--- config.mk ---
export PLATFORM = sky130hd
export DESIGN_NAME = adsc_cmd_decoder
export DESIGN_NICKNAME = d
export VERILOG_FILES = /design/src/adsc_sync2.v /design/src/adsc_cmd_decoder.v
export VERILOG_INCLUDE_DIRS = /design/src
export SDC_FILE = /design/constraint.sdc
export NUM_CORES = 1
export LEC_CHECK = 0
export BUFFER_PORTS_ARGS = -buffer_cell sky130_fd_sc_hd__clkbuf_2
export CAP_MARGIN = 20
export CORE_ASPECT_RATIO = 1.5
export CORE_MARGIN = 5
export CORE_UTILIZATION = 35
export DETAILED_ROUTE_END_ITERATION = 10
export PLACE_DENSITY = 0.54
export SETUP_SLACK_MARGIN = 0.4
export SYNTH_ARGS = -nofsm -noshare
export SYNTH_HDL_FRONTEND = slang
export SYNTH_SLANG_ARGS = --single-unit
--- constraint.sdc ---
create_clock -name clk -period 5.8 [get_ports clk]
set_input_delay 0.29 -clock clk [delete_from_list [all_inputs] [get_ports clk]]
set_output_delay 0.29 -clock clk [all_outputs]
set_load 0.05 [all_outputs]
--- src/adsc_map.vh ---
`ifndef ADSC_MAP_VH
`define ADSC_MAP_VH
// ----------------------------------------------------------------
// Command opcodes
// ----------------------------------------------------------------
`define ADSC_OP_WAKE      8'h02
`define ADSC_OP_SLEEP     8'h04
`define ADSC_OP_RESET     8'h06
`define ADSC_OP_START     8'h08
`define ADSC_OP_STOP      8'h0A
`define ADSC_OP_CONT_ON   8'h10
`define ADSC_OP_CONT_OFF  8'h11
`define ADSC_OP_RDATA     8'h12
// ----------------------------------------------------------------
// Register access prefixes in bits 7..5
// ----------------------------------------------------------------
`define ADSC_PFX_HI       7
`define ADSC_PFX_LO       5
`define ADSC_PFX_READ     3'h1
`define ADSC_PFX_WRITE    3'h2
`define ADSC_PFX_COUNT    3'h0
`define ADSC_FLD_HI       4
`define ADSC_FLD_LO       0
// ----------------------------------------------------------------
// Falling edge indices within a byte (counted from zero)
// ----------------------------------------------------------------
`define ADSC_EDGE_SEVENTH 3'h6
`define ADSC_EDGE_EIGHTH  3'h7
// ----------------------------------------------------------------
// Timing in master clock cycles (the clk cycle)
// ----------------------------------------------------------------
`define ADSC_DECODE_TCLK  4
`define ADSC_RESET_TCLK   18
`define ADSC_DECODE_CYC   3'h4
`define ADSC_RESET_CYC    5'h12
// ----------------------------------------------------------------
// Reset values
// ----------------------------------------------------------------
`define ADSC_RST_CONT     1'b1
`define ADSC_RST_RUN      1'b0
`define ADSC_RST_SLEEP    1'b0
`endif

--- src/adsc_sync2.v ---
`timescale 1ns/1ns
// ----------------------------------------------------------------
// Two flop synchroniser for one pin level
// ----------------------------------------------------------------
module adsc_sync2 #(
  parameter RST_VAL = 1'b0
) (
  input  wire clk,
  input  wire arst_n,
  input  wire d_in,
  output wire q_out
);

  reg meta_ff; // First stage, read only by the second
  reg sync_ff; // Second stage, safe to use

  // Both stages reset to a constant
  always @(posedge clk or negedge arst_n)
  begin
    if (!arst_n)
    begin
      meta_ff <= RST_VAL;
      sync_ff <= RST_VAL;
    end
    else
    begin
      meta_ff <= d_in;
      sync_ff <= meta_ff;
    end
  end

  assign q_out = sync_ff;

endmodule // adsc_sync2

--- src/adsc_cmd_decoder.v ---
`timescale 1ns/1ns
`include "adsc_map.vh"
module adsc_cmd_decoder (
  input  wire       clk,
  input  wire       arst_n,
  input  wire       cs_n,
  input  wire       sclk,
  input  wire       din,
  output wire       dout_o,
  output wire       dout_oe,
  input  wire [7:0] tx_byte,
  input  wire [7:0] reg_rdata,
  output wire       byte_req,
  output wire       reg_rd,
  output wire       reg_wr,
  output wire [4:0] reg_addr,
  output wire [7:0] reg_wdata,
  output wire       pwr_down,
  output wire       conv_run,
  output wire       cont_read,
  output wire       data_read,
  output wire       filt_restart,
  output wire       cfg_reset,
  output wire       reset_busy,
  output wire       cmd_busy
);

  // ----------------------------------------------------------------
  // Byte level states
  // ----------------------------------------------------------------
  localparam ST_CMD  = 3'h0; // Expecting an opcode
  localparam ST_CNT  = 3'h1; // Expecting the count byte
  localparam ST_WR   = 3'h2; // Register write data
  localparam ST_RD   = 3'h3; // Register read data out
  localparam ST_SKIP = 3'h4; // Ignore until chip select rises

  // ----------------------------------------------------------------
  // Pin synchronisers
  // ----------------------------------------------------------------
  wire cs_s;   // Synchronised chip select
  wire sclk_s; // Synchronised serial clock
  wire din_s;  // Synchronised serial input

  adsc_sync2 #(.RST_VAL(1'b1)) u_sync_cs (
    .clk    (clk),
    .arst_n (arst_n),
    .d_in   (cs_n),
    .q_out  (cs_s)
  );

  adsc_sync2 #(.RST_VAL(1'b0)) u_sync_sclk (
    .clk    (clk),
    .arst_n (arst_n),
    .d_in   (sclk),
    .q_out  (sclk_s)
  );

  adsc_sync2 #(.RST_VAL(1'b0)) u_sync_din (
    .clk    (clk),
    .arst_n (arst_n),
    .d_in   (din),
    .q_out  (din_s)
  );

  // ----------------------------------------------------------------
  // Registers
  // ----------------------------------------------------------------
  reg       sclk_d_ff;  // Delayed clock for edge finding
  reg       cs_d_ff;    // Delayed select for edge finding
  reg [2:0] bit_cnt_ff; // Falling edges seen in this byte
  reg [7:0] rx_ff;      // Input shift register
  reg [7:0] tx_ff;      // Output shift register
  reg       dout_ff;    // Serial output bit
  reg [2:0] state_ff;   // Byte level state
  reg       is_rd_ff;   // Register command is a read
  reg [4:0] addr_ff;    // Current register address
  reg [4:0] rem_ff;     // Registers left minus one
  reg [7:0] wdata_ff;   // Write data
  reg       wr_ff;      // Write strobe
  reg       rd_ff;      // Read strobe
  reg       load_ff;    // Reload output shifter this cycle
  reg       ld_reg_ff;  // Reload from register data
  reg       sleep_ff;   // Low power state
  reg       run_ff;     // Conversions enabled
  reg       cont_ff;    // Continuous readout mode
  reg       dread_ff;   // On-demand read pulse
  reg       frst_ff;    // Filter restart pulse
  reg       cfgr_ff;    // Configuration default pulse
  reg [4:0] rst_cnt_ff; // Reset execution counter
  reg [2:0] gap_cnt_ff; // Byte decode counter

  // ----------------------------------------------------------------
  // Edge and decode terms
  // ----------------------------------------------------------------
  wire       cs_act  = ~cs_s;                       // Interface selected
  wire       fall    = cs_act & sclk_d_ff & ~sclk_s; // Falling SCLK
  wire       rise    = cs_act & ~sclk_d_ff & sclk_s; // Rising SCLK
  wire       cs_fall = cs_d_ff & ~cs_s;             // Frame start
  wire [7:0] nxt_rx  = {rx_ff[6:0], din_s};         // Byte after this bit
  wire       rst_bsy = (rst_cnt_ff != 5'h00);       // Reset executing
  // Bytes arriving during reset execution are dropped
  wire       e7 = fall & ~rst_bsy & (bit_cnt_ff == `ADSC_EDGE_SEVENTH);
  wire       e8 = fall & (bit_cnt_ff == `ADSC_EDGE_EIGHTH);
  wire       e8_ok = e8 & ~rst_bsy;
  wire [6:0] op7  = nxt_rx[6:0]; // First seven bits at seventh edge
  wire [2:0] pfx  = nxt_rx[`ADSC_PFX_HI:`ADSC_PFX_LO];
  wire [4:0] fld  = nxt_rx[`ADSC_FLD_HI:`ADSC_FLD_LO];
  wire       in_cmd = (state_ff == ST_CMD);

  // Seventh-edge opcode matches on the upper seven bits
  wire op_wake  = e7 & in_cmd & ({op7, 1'b0} == (`ADSC_OP_WAKE & 8'hFE));
  wire op_sleep = e7 & in_cmd & ({op7, 1'b0} == (`ADSC_OP_SLEEP & 8'hFE));
  wire op_reset = e7 & in_cmd & ({op7, 1'b0} == (`ADSC_OP_RESET & 8'hFE));
  wire op_start = e7 & in_cmd & ({op7, 1'b0} == (`ADSC_OP_START & 8'hFE));
  wire op_stop  = e7 & in_cmd & ({op7, 1'b0} == (`ADSC_OP_STOP & 8'hFE));
  wire op_rdata = e7 & in_cmd & ({op7, 1'b0} == (`ADSC_OP_RDATA & 8'hFE));
  // 10h and 11h share seven bits, so they need the eighth edge
  wire op_con   = e8_ok & in_cmd & (nxt_rx == `ADSC_OP_CONT_ON);
  wire op_coff  = e8_ok & in_cmd & (nxt_rx == `ADSC_OP_CONT_OFF);

  // ----------------------------------------------------------------
  // Serial shifting, bit count and output reload
  // ----------------------------------------------------------------
  always @(posedge clk or negedge arst_n)
  begin
    if (!arst_n)
    begin
      sclk_d_ff  <= 1'b0;
      cs_d_ff    <= 1'b1;
      bit_cnt_ff <= 3'h0;
      rx_ff      <= 8'h00;
      tx_ff      <= 8'h00;
      dout_ff    <= 1'b0;
    end
    else
    begin
      sclk_d_ff <= sclk_s;
      cs_d_ff   <= cs_s;
      if (!cs_act)
      begin
        // Deselect clears only the bit count and the input shift register
        bit_cnt_ff <= 3'h0;
        rx_ff      <= 8'h00;
      end
      else if (fall)
      begin
        rx_ff      <= nxt_rx;
        bit_cnt_ff <= bit_cnt_ff + 3'h1;
      end
      if (load_ff)
      begin
        // Register data or user byte, sampled in the strobe cycle
        tx_ff <= ld_reg_ff ? reg_rdata : tx_byte;
      end
      else if (rise)
      begin
        dout_ff <= tx_ff[7];
        tx_ff   <= {tx_ff[6:0], 1'b0};
      end
    end
  end

  // ----------------------------------------------------------------
  // Byte level sequencing for register access
  // ----------------------------------------------------------------
  always @(posedge clk or negedge arst_n)
  begin
    if (!arst_n)
    begin
      state_ff  <= ST_CMD;
      is_rd_ff  <= 1'b0;
      addr_ff   <= 5'h00;
      rem_ff    <= 5'h00;
      wdata_ff  <= 8'h00;
      wr_ff     <= 1'b0;
      rd_ff     <= 1'b0;
      load_ff   <= 1'b0;
      ld_reg_ff <= 1'b0;
    end
    else
    begin
      wr_ff     <= 1'b0;
      rd_ff     <= 1'b0;
      load_ff   <= cs_fall | (e8 & cs_act);
      ld_reg_ff <= 1'b0;
      // Address advances after each write strobe
      if (wr_ff)
      begin
        addr_ff <= addr_ff + 5'h01;
      end
      if (!cs_act)
      begin
        state_ff <= ST_CMD;
      end
      else if (e8_ok)
      begin
        case (state_ff)
          ST_CMD:
          begin
            // Sleeping accepts nothing but wake
            if (!sleep_ff && pfx == `ADSC_PFX_READ)
            begin
              state_ff <= cont_ff ? ST_SKIP : ST_CNT;
              is_rd_ff <= 1'b1;
              addr_ff  <= fld;
            end
            else if (!sleep_ff && pfx == `ADSC_PFX_WRITE)
            begin
              state_ff <= ST_CNT;
              is_rd_ff <= 1'b0;
              addr_ff  <= fld;
            end
          end
          ST_CNT:
          begin
            if (pfx == `ADSC_PFX_COUNT)
            begin
              rem_ff   <= fld;
              state_ff <= is_rd_ff ? ST_RD : ST_WR;
              rd_ff    <= is_rd_ff;
              ld_reg_ff <= is_rd_ff;
            end
            else
            begin
              // Malformed count byte drops the command
              state_ff <= ST_SKIP;
            end
          end
          ST_WR:
          begin
            wr_ff    <= 1'b1;
            wdata_ff <= nxt_rx;
            rem_ff   <= rem_ff - 5'h01;
            if (rem_ff == 5'h00)
            begin
              state_ff <= ST_CMD;
            end
          end
          ST_RD:
          begin
            if (rem_ff == 5'h00)
            begin
              state_ff <= ST_CMD;
            end
            else
            begin
              rem_ff    <= rem_ff - 5'h01;
              addr_ff   <= addr_ff + 5'h01;
              rd_ff     <= 1'b1;
              ld_reg_ff <= 1'b1;
            end
          end
          ST_SKIP:
          begin
            state_ff <= ST_SKIP;
          end
          default:
          begin
            state_ff <= ST_CMD;
          end
        endcase
      end
    end
  end

  // ----------------------------------------------------------------
  // Mode flags and command effects
  // ----------------------------------------------------------------
  // Chip select plays no part here, so conversions survive deselect
  always @(posedge clk or negedge arst_n)
  begin
    if (!arst_n)
    begin
      sleep_ff   <= `ADSC_RST_SLEEP;
      run_ff     <= `ADSC_RST_RUN;
      cont_ff    <= `ADSC_RST_CONT;
      dread_ff   <= 1'b0;
      frst_ff    <= 1'b0;
      cfgr_ff    <= 1'b0;
      rst_cnt_ff <= 5'h00;
      gap_cnt_ff <= 3'h0;
    end
    else
    begin
      dread_ff <= 1'b0;
      frst_ff  <= 1'b0;
      cfgr_ff  <= 1'b0;
      // Every completed byte occupies the decoder four cycles
      if (e8)
      begin
        gap_cnt_ff <= `ADSC_DECODE_CYC;
      end
      else if (gap_cnt_ff != 3'h0)
      begin
        gap_cnt_ff <= gap_cnt_ff - 3'h1;
      end
      if (rst_bsy)
      begin
        rst_cnt_ff <= rst_cnt_ff - 5'h01;
      end
      if (op_wake)
      begin
        sleep_ff <= 1'b0;
      end
      else if (!sleep_ff)
      begin
        // Only wake is honoured while asleep
        if (op_sleep)
        begin
          sleep_ff <= 1'b1;
        end
        if (op_reset)
        begin
          frst_ff    <= 1'b1;
          cfgr_ff    <= 1'b1;
          cont_ff    <= `ADSC_RST_CONT;
          rst_cnt_ff <= `ADSC_RESET_CYC;
        end
        if (op_start && !run_ff)
        begin
          // A start while running changes nothing
          run_ff  <= 1'b1;
          frst_ff <= 1'b1;
        end
        if (op_stop)
        begin
          // Converter finishes its current sample on this level
          run_ff <= 1'b0;
        end
        if (op_rdata)
        begin
          dread_ff <= 1'b1;
        end
        if (op_con)
        begin
          cont_ff <= 1'b1;
        end
        if (op_coff)
        begin
          cont_ff <= 1'b0;
        end
      end
    end
  end

  // ----------------------------------------------------------------
  // Outputs
  // ----------------------------------------------------------------
  assign dout_o       = dout_ff;
  assign dout_oe      = cs_act;
  assign byte_req     = load_ff & ~ld_reg_ff;
  assign reg_rd       = rd_ff;
  assign reg_wr       = wr_ff;
  assign reg_addr     = addr_ff;
  assign reg_wdata    = wdata_ff;
  assign pwr_down     = sleep_ff;
  assign conv_run     = run_ff;
  assign cont_read    = cont_ff;
  assign data_read    = dread_ff;
  assign filt_restart = frst_ff;
  assign cfg_reset    = cfgr_ff;
  assign reset_busy   = rst_bsy;
  assign cmd_busy     = (gap_cnt_ff != 3'h0);

endmodule // adsc_cmd_decoder

# == Word-level counts from Yosys, hierarchy flattened ==
# Cells that the tools add are included.
# word_totals
input_bits,21
reg_bits,66
out_inout_bits,26
# classes
bitwise_logic,30
addsub,5
mux,59
reduce_logical,26
eq_ne,20
# ops
cell,count
2-to-1 mux 5 bit,12
2-to-1 mux 3 bit,11
2-to-1 mux 1 bit,27
2-to-1 mux 8 bit,3
AND 1 bit,21
"== test 8 x 5 -> 1 bit, second input constant",2
case mux 5 bit (3 select lines),1
"== test 7 x 2 -> 1 bit, second input constant",2
"== test 7 x 3 -> 1 bit, second input constant",2
2-to-1 mux 7 bit,2
case mux 3 bit (4 select lines),1
AND reduction 3 bit,4
nonzero test 2 bit,6
case mux 5 bit (2 select lines),1
"subtractor 5 x 1 -> 5 bit, second input constant",2
"== test 3 x 2 -> 1 bit, second input constant",3
"== test 3 bit, second input constant",3
nonzero test 3 bit,3
NOT 1 bit,8
"== test 7 x 1 -> 1 bit, second input constant",1
"== test 7 x 4 -> 1 bit, second input constant",1
"== test 3 x 1 -> 1 bit, second input constant",2
logical NOT 3 bit,2
"adder 5 x 1 -> 5 bit, second input constant",1
15 further kinds,19

# == Longest topological paths before layout ==
# logic_depth
depth_word,11
ltp_mapped,8
mapped_depth_nobuf,7

# == Hierarchy ==
# A second synthesis with hierarchy kept.
# hier_totals
cells_unflattened,324
area_unflattened_um2,3365.7
# modules_own_cells
mod,area_each_um2,instances,cells_each
adsc_cmd_decoder,3213.1,1,318
adsc_sync2 at u_sync_din ...,50.0,2,2
adsc_sync2 at u_sync_cs,52.6,1,2

# == Worst setup path before layout ==
# Ideal clock, no wire load.
# synth_path
path_type,register to register
startpoint,register rst_cnt_ff[0]
endpoint,register rst_cnt_ff[0]
path_buffers,1
path_stages_with_launch,9
period_less_slack_ps,2139
slack_ps,3661
t_arrival_ps,2019
t_required_ps,5680
path_cell_list,dfrtp_1 -> inv_1 -> ha_1 -> nor4b_2 -> buf_2 -> inv_1 -> nor3_1 -> nand3_1 -> and3_1
# synth_between
elab_chain_cells,9
word_cells_on_any_way,12
classes_between,add/sub: 1; mux: 4; bitwise: 6; reduce/logical: 1
# synth_lines
item,line_no,rtl
from (decl),adsc_cmd_decoder.v:89,reg [4:0] rst_cnt_ff;
from (signal assigned),adsc_cmd_decoder.v:299,rst_cnt_ff <= rst_cnt_ff - 5'h01;
from (signal assigned),adsc_cmd_decoder.v:317,rst_cnt_ff <= `ADSC_RESET_CYC;
nonzero test 5 bit *,adsc_cmd_decoder.v:100,wire rst_bsy = (rst_cnt_ff != 5'h00);
named net reset_busy,adsc_cmd_decoder.v:24,"output wire reset_busy,"
NOT 1 bit,adsc_cmd_decoder.v:102,wire e7 = fall & ~rst_bsy & (bit_cnt_ff == `ADSC_EDGE_SEVENTH);
AND 1 bit (2 in a row),adsc_cmd_decoder.v:102,
AND 1 bit,"adsc_cmd_decoder.v:111, adsc_cmd_decoder.v:113",
AND 1 bit,adsc_cmd_decoder.v:113,"wire op_reset = e7 & in_cmd & ({op7, 1'b0} == (`ADSC_OP_RESET & 8'hFE));"
2-to-1 mux 5 bit,adsc_cmd_decoder.v:312,if (op_reset)
2-to-1 mux 5 bit,adsc_cmd_decoder.v:305,else if (!sleep_ff)
2-to-1 mux 5 bit *,adsc_cmd_decoder.v:301,if (op_wake)
# Mark *: on every way through the listed nets, which the timed path passes. The rest lies on a longest branch.
# A chain may end at the register's enable or synchronous reset.

# == Final worst setup path ==
# layout_path
startpoint,register bit_cnt_ff[1]
endpoint,register wdata_ff[7] (netlist: reg_wdata[7])
# layout_between
elab_chain_cells,4
# layout_lines
item,line_no,rtl
from (decl),adsc_cmd_decoder.v:70,reg [2:0] bit_cnt_ff;
from (signal assigned),adsc_cmd_decoder.v:148,bit_cnt_ff <= bit_cnt_ff + 3'h1;
== test 3 bit (no line),--,
AND 1 bit,adsc_cmd_decoder.v:103,wire e8 = fall & (bit_cnt_ff == `ADSC_EDGE_EIGHTH);
AND 1 bit,adsc_cmd_decoder.v:104,wire e8_ok = e8 & ~rst_bsy;
AND reduction 3 bit (no line),--,
to (signal assigned),adsc_cmd_decoder.v:232,wdata_ff <= nxt_rx;
to (decl),adsc_cmd_decoder.v:78,reg [7:0] wdata_ff;
# Every way passes these cells.

==> reports/metrics.cfg <==
[run_status]
outcome=complete, no violations

[placed_design]
dp.cells=474
io_buffers=46
gp_congestion=0.762
dp_hpwl_mm=5.30

[logic_synthesis]
synthesis.area_um2=3360
yosys.area.top_type=dfrtp_1
synth-edff-count=0
ys_seq_area_frac=0.494
synth-seq-cells=66
async_flop_share=1.00
syn-num-nets=362
yosys_warnings=0
synth_top_area_frac=0.462
synth_cells=332
synth_flop_cell=dfrtp_1
yosys-top-cells-area=dfrtp_1 (46%), nand2_1 (5.1%), mux2_4 (3.6%)
synth_area_per_cell_um2=10.1
ys_types=54

[timing]
setup_violations=0
skew_ps=3.70
hold_viol=0
worst_pin_slew_ps=842
final.setup.tns_ps=0
drv_slew=0
rsz0062_at_grt=no
min_period_over_period=0.413
relSlewSlack=0.439
fmax_mhz=418
period_minus_slack_ps=2400

[global_routing]
grt_overflow_total=0
track_usage=0.137
grt_pass1_wl_mm=12.9
grt_max_degree=67
grt_pass1_vias=2475
antenna_found_initial=0

[floorplan]
io_pins=47
coreArea_um2=9310
dieHeight_um=130
dieArea_um2=11700
die_w_um=90.0
initial_core_util=0.361
num_rows=43

[final_layout]
finalNonFillerCells=490
drive_gt1_frac=0.230
diodes=0
final_nets=403
syn_to_final_growth_pct=17.9

[clock_network]
htreeDepth=3
post_cts_buffers=0
cts_resized=0
clock_latency_ps=320
clockRootBuffer=clkbuf_16
cts_buffer_depth=2
cts_buffers=9
clkTransAtPathRegs_ps=50
cts_sinks=66
postCtsHoldBufs=0
cts_tree=yes

[detailed_routing]
via_per_inst=5.24
drt-total-wl_mm=7.51
wl_per_cell_um=15.3
drcViolationCount=0
drt_iter0_markers=113
antenna_left=0
drt_first_pass_iters=4
vias=2568

[power_and_ir_drop]
p_seq_frac=0.428
p_clk_frac=0.422
power_density_nw_per_um2=318
leakagePower_uw=0.00184
pwr-share-comb=0.150
power_switching_uw=333
intPower_uw=923
irDropWorstVdd_uv=194
sw_frac_of_total=0.265

[hold_path]
min_path_type=primary input to register
holdPathStages=1
hp-start=cs_n

[worst_setup_path]
startpoint=bit_cnt_ff[1]$_DFFE_PN0P_
critPathArrivalTime_ps=2600
critPathKind=register to register
cp-end-kind=register
reg2reg_depth=6
cp.required_ps=6010
reg2reg_from=bit_cnt_ff[1]$_DFFE_PN0P_
critPathMaxFanout=9
worstSetupStartpointType=register

[job]
drv_cap=0

-- routing by layer --
metal | wire [um] | track usage | vias to the layer above | share of wire
met4 | 140 | 0.0587 | 0 | 0.019
met3 | 321 | 0.0404 | 10 | 0.043
met5 | 0 | 0 | - | 0
met1 | 3310 | 0.170 | 1248 | 0.44
li1 | - | - | 1263 | -
met2 | 3740 | 0.223 | 47 | 0.50
-- area by class of cell --
type / count / area [um2]
fill: 912 / 5350
clock inverter: 3 / 40.0
clock buffer: 13 / 250
timing repair buffer: 49 / 253
tap: 112 / 140
sequential: 66 / 1660
multi-input combinational: 227 / 1540
inverter: 20 / 75.1
-- per-stage QoR --
step | setup slack (ps) | power [uW] | hold WS, ps | utilization | area (um2)
5_1_grt | 3250 | 1330 | 28.0 | 0.425 | 3960
2_1_floorplan | 3660 | 680 | -5.59 | - | 3360
4_1_cts | 3380 | 1270 | 28.5 | 0.425 | 3960
3_3_place_gp | 3450 | 732 | 333 | 0.394 | 3660
6_report | 3400 | 1260 | 42.5 | 0.425 | 3960
3_5_place_dp | 3400 | 736 | 340 | 0.394 | 3660
-- cells in the mapped netlist, types with 2 or more instances --
| master | n |
|---|---|
| buf_4 | 2 |
| mux2_2 | 9 |
| o22ai_1 | 5 |
| nor4b_1 | 2 |
| or3_1 | 3 |
| nor3_1 | 9 |
| nor4_1 | 4 |
| dfstp_2 | 4 |
| and3_1 | 4 |
| ha_1 | 9 |
| nand2b_1 | 4 |
| o2bb2ai_1 | 3 |
| o21ai_0 | 5 |
| nor2_1 | 19 |
| or4_1 | 2 |
| a31oi_1 | 3 |
| buf_2 | 4 |
| mux2_4 | 8 |
| o211ai_1 | 6 |
| nand2_1 | 46 |
| xor2_1 | 4 |
| nand3b_1 | 3 |
| dfrtp_1 | 62 |
| nor4b_2 | 2 |
| and3b_1 | 2 |
| a21o_1 | 2 |
| inv_1 | 20 |
| clkbuf_1 | 13 |
| mux2i_1 | 3 |
| nor2b_1 | 2 |
| nand3_1 | 7 |
| nand4_1 | 4 |
| a211oi_1 | 2 |
| a22oi_1 | 12 |
| a21oi_1 | 18 |
| xnor2_1 | 7 |
-- power groups by stage --
| stage | clock network, uW | logic (uW) | registers [uW] |
|---|---|---|---|
| floorplan | 0 | 139 | 541 |
| detailed placement | 0 | 190 | 546 |
| CTS | 544 | 192 | 538 |
| global route | 568 | 216 | 544 |
| global placement | 0 | 188 | 544 |
| finish | 530 | 188 | 538 |
-- logic make-up after synthesis --
group	share of synthesized area
and+or+nand+nor	0.189
AOI/OAI and AO/OA	0.133
DFF	0.494
buffers and inverters	0.0474
muxes	0.0749
xor gates and xnor gates	0.0287
adders and majority gates	0.0336
-- layout by cell type (no fill, tap or decap), drive strengths merged, types with 5 or more instances in the layout --
master / Yosys / routed
a21oi: 18 / 18
a22oi: 12 / 12
clkbuf: 13 / 58
dfrtp: 62 / 62
ha: 9 / 9
inv: 20 / 20
mux2: 17 / 17
nand2: 47 / 47
nand3: 7 / 7
nor2: 19 / 19
nor3: 9 / 9
o211ai: 6 / 6
o21ai: 5 / 5
o22ai: 5 / 5
xnor2: 7 / 7
-- flip-flops by register name (all words and copies together), names as in the netlist, 3 cells and up --
register and flops:
state_ff 3, gap_cnt_ff 3, tx_ff 8, rx_ff 7
bit_cnt_ff 3, reg_wdata 8, reg_addr 5, rem_ff 5
rst_cnt_ff 5
-- critical path, cell delays in order, from the launching register on --
cell	delay [ps]
dfrtp_1	370
ha_1	160
ha_1	130
and4bb_1	420
nand2_2	170
or3_1	640
mux2_4	390
-- path summary, 6_finish.rpt --
check	endpoint	slack (ps)
max	reg_wdata[7]$_DFFE_PN0P_	3400
min	u_sync_cs.meta_ff$_DFF_PN1_	40
max reg2reg	reg_wdata[7]$_DFFE_PN0P_	3400
min reg2reg	u_sync_din.q_out$_DFF_PN0_	350
max in group asynchronous	rst_cnt_ff[2]$_DFF_PN0_	5090
min in group asynchronous	tx_ff[0]$_DFFE_PN0P_	150
No activity file was read; power rests on OpenSTA's default activity.
